===== src/pkg/operand_decoder_cfg.svh =====
`ifndef OPERAND_DECODER_CFG_SVH
`define OPERAND_DECODER_CFG_SVH

// escape pattern in the upper nibble of an 8-bit register field
`define ESC_NIBBLE 4'he
// working registers sit in a 16-byte window at the base pointer
`define WREG_WINDOW_BITS 4
// opcode of the two-register add, source byte before destination
`define OPC_ADD_R_R 8'h04
// add with register destination, immediate source
`define OPC_ADD_R_IM 8'h06
// jump relative
`define OPC_JR 8'h8b
// direct jump
`define OPC_JP_DA 8'h8d
// software trap
`define OPC_TRAP 8'hf2
// add with extended addressing, source first
`define OPC_ADDX 8'h08
// bit set/clear with polarity
`define OPC_BIT 8'he2
// load with index
`define OPC_LD_X 8'hc7
// increment word on register pair
`define OPC_INCW 8'ha0
// increment word on working pair, escape form expected
`define OPC_INCW_RR 8'ha1
// bit field positions in a bit operand byte
`define BIT_POL_POS 7
`define BIT_NUM_HI 3
`define BIT_NUM_LO 1
// bytes of instruction length for the relative branch
`define JR_LEN 16'h0002
// register base pointer after reset
`define RBP_RESET 8'he0

`endif


===== src/pkg/operand_decoder_pkg.sv =====
package operand_decoder_pkg;

    typedef enum logic [3:0] {
        form_none,
        form_add_rr,
        form_add_im,
        form_rel,
        form_direct,
        form_trap,
        form_ext,
        form_bit,
        form_index,
        form_pair,
        form_wpair
    } form_e;

    // instruction bytes as handed over by fetch
    typedef struct packed {
        logic [15:0] pc;
        logic [7:0] opcode;
        logic [7:0] byte1;
        logic [7:0] byte2;
        logic [7:0] byte3;
    } fetch_s;

    // resolved operands
    typedef struct packed {
        form_e form;
        logic [11:0] dst_addr;
        logic [11:0] src_addr;
        logic src_is_imm;
        logic [7:0] imm;
        logic [15:0] target;
        logic [2:0] bit_num;
        logic polarity;
        logic [7:0] vector;
        logic writes_dst;
        logic illegal;
    } decoded_s;

endpackage


===== src/logic/operand_field_decoder.sv =====
`timescale 1ns/1ps
`include "operand_decoder_cfg.svh"

module operand_field_decoder
    import operand_decoder_pkg::*;
(
    // clock and reset
    input wire logic core_clk,
    input wire logic rst,
    // from instruction fetch
    input wire logic fetch_valid,
    input wire operand_decoder_pkg::fetch_s fetch,
    output logic fetch_ready,
    // working register window base
    input wire logic base_load,
    input wire logic [7:0] base_value,
    // to execution
    output logic dec_valid,
    output operand_decoder_pkg::decoded_s dec
);
    import operand_decoder_pkg::*;

    // ************************************************************
    // register base pointer
    // ************************************************************
    logic [7:0] register_base_pointer;
    logic [7:0] next_register_base_pointer;

    always_comb begin
        next_register_base_pointer = register_base_pointer;
        if (base_load) begin
            next_register_base_pointer = base_value;
        end
    end

    always_ff @(posedge core_clk or posedge rst) begin
        if (rst) begin
            register_base_pointer <= `RBP_RESET;
        end else begin
            register_base_pointer <= next_register_base_pointer;
        end
    end

    // ************************************************************
    // field resolvers
    // ************************************************************
    logic [11:0] addr1;
    logic [11:0] addr2;
    logic [11:0] addr3;
    logic esc1;
    logic esc2;
    logic esc3;

    reg_field_resolver res1 (
        .field(fetch.byte1),
        .base_pointer(register_base_pointer),
        .addr(addr1),
        .escaped(esc1)
    );

    reg_field_resolver res2 (
        .field(fetch.byte2),
        .base_pointer(register_base_pointer),
        .addr(addr2),
        .escaped(esc2)
    );

    reg_field_resolver res3 (
        .field(fetch.byte3),
        .base_pointer(register_base_pointer),
        .addr(addr3),
        .escaped(esc3)
    );

    // ************************************************************
    // decode
    // ************************************************************
    decoded_s next_dec;
    logic next_dec_valid;
    logic [15:0] next_pc;
    logic [15:0] rel_offset;
    logic [11:0] index_ext;

    // the decoder never stalls fetch: one instruction per cycle
    assign fetch_ready = 1'b1;

    always_comb begin
        next_dec = '0;
        next_dec.form = form_none;
        next_dec_valid = fetch_valid;
        next_pc = fetch.pc + `JR_LEN;
        rel_offset = {{8{fetch.byte1[7]}}, fetch.byte1};
        index_ext = {{4{fetch.byte3[7]}}, fetch.byte3};
        case (fetch.opcode)
            `OPC_ADD_R_R: begin
                // source byte first, destination second
                next_dec.form = form_add_rr;
                next_dec.src_addr = addr1;
                next_dec.dst_addr = addr2;
                next_dec.writes_dst = 1'b1;
            end
            `OPC_ADD_R_IM: begin
                next_dec.form = form_add_im;
                next_dec.dst_addr = addr1;
                next_dec.src_is_imm = 1'b1;
                next_dec.imm = fetch.byte2;
                next_dec.writes_dst = 1'b1;
            end
            `OPC_JR: begin
                next_dec.form = form_rel;
                next_dec.target = next_pc + rel_offset;
            end
            `OPC_JP_DA: begin
                next_dec.form = form_direct;
                next_dec.target = {fetch.byte1, fetch.byte2};
            end
            `OPC_TRAP: begin
                next_dec.form = form_trap;
                next_dec.vector = fetch.byte1;
            end
            `OPC_ADDX: begin
                // two 12-bit addresses packed into three bytes
                next_dec.form = form_ext;
                next_dec.src_addr = {fetch.byte1, fetch.byte2[7:4]};
                next_dec.dst_addr = {fetch.byte2[3:0], fetch.byte3};
                next_dec.writes_dst = 1'b1;
            end
            `OPC_BIT: begin
                next_dec.form = form_bit;
                next_dec.polarity = fetch.byte1[`BIT_POL_POS];
                next_dec.bit_num =
                    fetch.byte1[`BIT_NUM_HI:`BIT_NUM_LO];
                next_dec.dst_addr = addr2;
                next_dec.writes_dst = 1'b1;
            end
            `OPC_LD_X: begin
                next_dec.form = form_index;
                next_dec.src_addr = addr2 + index_ext;
                next_dec.dst_addr = addr1;
                next_dec.writes_dst = 1'b1;
            end
            `OPC_INCW: begin
                next_dec.form = form_pair;
                next_dec.dst_addr = addr1;
                next_dec.illegal = fetch.byte1[0];
                next_dec.writes_dst = !fetch.byte1[0];
            end
            `OPC_INCW_RR: begin
                // odd pair index or missing escape is refused, not rounded
                next_dec.form = form_wpair;
                next_dec.dst_addr = addr1;
                next_dec.illegal = fetch.byte1[0] || !esc1;
                next_dec.writes_dst = !next_dec.illegal;
            end
            default: begin
                next_dec.form = form_none;
                next_dec.illegal = 1'b1;
            end
        endcase
        if (!fetch_valid) begin
            next_dec = '0;
            next_dec.form = form_none;
        end
    end

    // byte2 and byte3 escapes seen only for trace; not separate outputs
    logic unused_esc;
    assign unused_esc = esc2 ^ esc3 ^ addr3[0];

    always_ff @(posedge core_clk or posedge rst) begin
        if (rst) begin
            dec <= '0;
            dec_valid <= 1'b0;
        end else begin
            dec <= next_dec;
            dec_valid <= next_dec_valid;
        end
    end
endmodule


===== src/logic/reg_field_resolver.sv =====
`timescale 1ns/1ps
`include "operand_decoder_cfg.svh"

// turns one 8-bit register field into a full register address
module reg_field_resolver
    import operand_decoder_pkg::*;
(
    // field and pointer
    input wire logic [7:0] field,
    input wire logic [7:0] base_pointer,
    // result
    output logic [11:0] addr,
    output logic escaped
);
    import operand_decoder_pkg::*;

    always_comb begin
        escaped = (field[7:4] == `ESC_NIBBLE);
        if (escaped) begin
            // working register: lower nibble within the pointer's window
            addr = {4'h0, base_pointer[7:`WREG_WINDOW_BITS],
                    field[`WREG_WINDOW_BITS-1:0]};
        end else begin
            addr = {4'h0, field};
        end
    end
endmodule


===== config.mk =====
export PLATFORM = sky130hd
export DESIGN_NAME = operand_field_decoder
export DESIGN_NICKNAME = d
export VERILOG_FILES = /design/src/pkg/operand_decoder_pkg.sv /design/src/logic/operand_field_decoder.sv /design/src/logic/reg_field_resolver.sv
export VERILOG_INCLUDE_DIRS = /design/src /design/src/pkg
export SDC_FILE = /design/constraint.sdc
export NUM_CORES = 1
export LEC_CHECK = 0
export ABC_AREA = 1
export BUFFER_PORTS_ARGS = -buffer_cell sky130_fd_sc_hd__clkbuf_2
export CAP_MARGIN = 30
export CORE_UTILIZATION = 30
export DETAILED_ROUTE_END_ITERATION = 16
export SETUP_SLACK_MARGIN = 0.4
export SLEW_MARGIN = 30
export SYNTH_ARGS = -nofsm -noshare
export SYNTH_HDL_FRONTEND = slang
export SYNTH_SLANG_ARGS = --single-unit

===== constraint.sdc =====
create_clock -name core_clk -period 1.95 [get_ports core_clk]
set_input_delay 0.2925 -clock core_clk [delete_from_list [all_inputs] [get_ports core_clk]]
set_output_delay 0.2925 -clock core_clk [all_outputs]
set_load 0.02 [all_outputs]

Yosys cells after proc, flatten, opt, wreduce, memory -nomap -nowiden
Cells that the tools add are included.

Register bits: 76. Output and inout bits: 69. Word-level logic and storage cells: 48.

Add/sub/neg operators: 3. Equal/unequal tests: 12. Mux-type cells: 12. Reductions and logical operators: 8.

Operators by type and width (number): one-hot mux 12 bit (3 select lines) (2); 2-to-1 mux 67 bit (1); == test 8 bit, second input constant (7); one-hot mux 4 bit (10 select lines) (1); one-hot mux 16 bit (2 select lines) (1); 2-to-1 mux 8 bit (3); adder 16 bit (1); adder 16 x 2 -> 16 bit, second input constant (1); == test 8 x 3 -> 1 bit, second input constant (2); adder 12 bit (1); 2-to-1 mux 9 bit (1); == test 4 bit, second input constant (2); == test 8 x 4 -> 1 bit, second input constant (1); OR reduction 8 bit (1); one-hot mux 1 bit (3 select lines) (2); OR reduction 5 bit (1); 2-to-1 mux 4 bit (1); OR reduction 4 bit (1); zero test 1 bit (3); OR reduction 2 bit (1); logical OR 1 bit (1).

Longest topological paths before layout
Word-level depth: 6. Gate-level depth with buffers: 14. Gate-level depth less buffers: 14.

Modules after synthesis
From an unflattened synthesis, not the netlist that was laid out.

Cells, all modules: 652. Area total of the unflattened synthesis: 4937.2 um^2.

Modules (own cells, without submodules): operand_field_decoder (instances 1, cells each 602, area an instance 4672.0 um^2); reg_field_resolver (instances 2, cells each 25, area an instance 132.6 um^2).

Worst setup path after synthesis
Ideal clock, no wire load.

Kind: input to register. From: input fetch[17] in the netlist's numbering. To: register dec[27] in the netlist's numbering. Library setup time: 117 ps. Arrival: 1841 ps. Data required time: 1833 ps. Path slack: -8 ps. Stages: 14. Cell sequence: inv_1 ha_1 inv_1 ha_1 inv_1 fa_1 inv_1 nand3_1 nand3_1 nand3_1 nand3_1 nand2_1 nand3_1 nand2_1.

RTL lines: start: declaration (RTL line operand_field_decoder.sv:12) `input wire operand_decoder_pkg::fetch_s fetch,`; end signal: assignment (RTL line operand_field_decoder.sv:175) `dec <= next_dec;`; end: declaration (RTL line operand_field_decoder.sv:19) `output operand_decoder_pkg::decoded_s dec`.

==> impl_metrics.csv <==
group,metric,value,unit
status,outcome,"completed",
placed_design,hpwl,11800,um
clock_tree,numCtsBuffers,9,
final_layout,fillers,1484,
final_layout,nNetsFinal,924,
grt,overflow,0,
placed_design,pre_cts_slack,-61.2,ps
placed_design,place_congestion,0.900,
worst_setup_path,rr_worst_depth,11,
worst_setup_path,slowest_stage,"dfstp_2",
final_layout,stdcell_area,7050,um^2
route,drt-pass1-iter-count,5,
worst_setup_path,r2r-end,"dec[50]",
worst_hold_path,hold_class,"in2async",
worst_setup_path,path_max_fanout,3,
floorplanning,die_h,127,um
timing,rsz0062_at_grt,"yes",
route,drtIter0Drc,281,
worst_setup_path,cp-end-kind,"flop",
timing,timing.final.ws_setup,202,ps
timing,tns,0,ps
route,via_per_inst,4.72,
floorplanning,die_w,127,um
clock_tree,clk_pin_slew,60,ps
timing,whs,12.0,ps
timing,setup_violations,0,
worst_setup_path,r2r_start,"register_base_pointer[6]",
worst_setup_path,cp_top_family,"flip-flops",
floorplanning,initial_core_util,0.307,
placed_design,io_buffer_count,123,
floorplanning,io_pins,129,
timing,timing.fmax,0.572,GHz
logic_synthesis,synth.distinct_cells,37,
placed_design,place_area,6130,um^2
power,total_leakage_power,0.00384,uW
grt,grt_pass1_wl,23800,um
timing,tightest_slew,586,ps
worst_setup_path,required,2220,ps
power,p_per_area,657,nW/um^2
logic_synthesis,synth_area,4660,um^2
clock_tree,cts_tree,"built",
floorplanning,dieArea,16000,um^2
timing,finalHoldViolations,0,
clock_tree,cts.sink_count,72,
power,irDropWorstVdd,511,uV
timing,slew_viol_final,0,
final_layout,drive_above_1_share,0.407,
clock_tree,cts_hold_buf,0,
worst_setup_path,start_kind,"flop",
timing,min_period,1750,ps
route,wire_per_inst,14.9,um
clock_tree,cts_root_buf,"clkbuf_16",
timing,skew,5.89,ps
worst_setup_path,cp_num_buf_inv,3,
route,drt_drc_violations_left,0,
floorplanning,num_rows,45,
final_layout,syn_to_final_growth,51.1,%
logic_synthesis,syn_area_per_cell,7.30,um^2
worst_setup_path,critPathArrivalTime,2020,ps
timing,fin_crit_sh,0.896,
logic_synthesis,synth_nets,740,
timing,slew_headroom,0.608,
grt,antenna_found_initial,0,
route,drt-total-wl,15100,um
clock_tree,clk-insertion-delay-late,340,ps
grt,grt_max_degree,27,
final_layout,n_antenna_cell,0,
route,ant_nets,0,
worst_setup_path,cpPeakStageDelay,550,ps
route,vias,4792,
logic_synthesis,synthCells,639,
final_layout,utilization,0.464,
clock_tree,cts_buffer_depth,2,
clock_tree,cts_max_level,3,
grt,grt_pass1_vias,4570,
flow_run,cap_violations,0,
grt,grt_usage,0.193,
worst_setup_path,path_class,"reg2reg",
worst_setup_path,ff2ff_setup_slack,200,ps
logic_synthesis,synth_seq_cells,72,
logic_synthesis,yosysSeqAreaShare,0.387,
logic_synthesis,yosysWarnings,0,
worst_setup_path,crit_chain,"o21ai_2 > inv_2 > ha_4 > nand2_2 > nand2_4 > a21oi_4 > buf_4 > nand3_2 > nand3_1 > nand2_1 > inv_1",
floorplanning,core_area,15200,um^2
==> where the power goes <==
| group | leakage (uW) | switching (uW) | internal [uW] |
|---|---|---|---|
| Combinational | 0.00269 | 634 | 519 |
| Sequential | 0.000989 | 10.5 | 1510 |
| Clock | 0.000169 | 659 | 1290 |
==> cell families after synthesis <==
logic type / synth area share
AO/OA/AOI/OAI: 0.0706
XOR/XNOR: 0.00751
adder cells (fa/ha/maj): 0.113
buffers and inverters: 0.0979
flip-flops: 0.387
multiplexers: 0.00724
other: 0.000804
AND/OR/NAND/NOR: 0.316
==> layout make-up <==
| cell class | count | area, um^2 | area share |
|---|---|---|---|
| clock inverters | 6 | 115 | 0.0163 |
| well taps | 188 | 235 | 0.0334 |
| multi-input cells | 451 | 3110 | 0.441 |
| clock buffers | 10 | 239 | 0.0339 |
| repair buffers | 180 | 1110 | 0.158 |
| flip-flops and latches | 72 | 1810 | 0.256 |
| inverters | 109 | 433 | 0.0614 |
==> per-stage QoR <==
step	power, uW	std cells
6_report	4630	1016
5_1_grt	4840	1016
4_1_cts	4540	1009
3_5_place_dp	2510	980
3_3_place_gp	2500	980
2_1_floorplan	2150	639
==> layer usage <==
metal	part of all wire	global-route usage
met1	0.47	0.264
met2	0.44	0.299
met3	0.084	0.0620
met4	0.012	0.0371
met5	0	0
==> cells in the final DEF (no fill, tap or decap), types with 16 or more instances in the layout <==
master,count
inv_2,19
nand3_1,32
clkbuf_2,118
ha_4,31
a21oi_1,16
nand2_1,155
inv_1,86
buf_4,51
nand2_2,17
dfrtp_1,69
nor2_1,75
==> state kept, by name, summed over array words and instances, names as in the netlist <==
register               count
dec                       67
register_base_pointer      4
dec_valid                  1
==> synthesized netlist by cell type, drive strengths merged <==
library cell	count	area share
nand3b	3	0.0048
a21oi	28	0.030
o211ai	2	0.0032
o21a	1	0.0016
a31oi	1	0.0027
inv	109	0.088
nor3	10	0.012
conb	1	0.00080
clkbuf	2	0.0016
ha	39	0.10
buf	5	0.0086
o21bai	2	0.0032
fa	2	0.0086
o21ai	19	0.020
nand4	8	0.011
dfstp	3	0.017
o22ai	7	0.0094
xor2	2	0.0038
dfrtp	69	0.37
xnor2	2	0.0038
or2	1	0.0013
nor2	87	0.075
and2	2	0.0027
nand3	51	0.061
mux2	3	0.0072
nand2	180	0.15
==> repair_timing <==
item	in CTS	in global routing
buffers inserted	13	7
setup endpoints to repair	16	17
gates resized for setup	40	62
pin swaps	27	30
==> how the worst max path moves through the flow <==
| stage | slack [ps] | cells after the start | start | end |
|---|---|---|---|---|
| finish | 200 | 11 | register_base_pointer[6] | dec[50] |
| global route | 130 | 11 | register_base_pointer[6] | dec[50] |
| CTS | 220 | 11 | register_base_pointer[6] | dec[50] |
| detailed placement | -60 | 14 | fetch[12] | dec[50] |
| global placement | -50 | 14 | fetch[12] | dec[50] |
| floorplan | 230 | 14 | fetch[33] | dec[27] |
No activity file was read; power rests on OpenSTA's default activity.
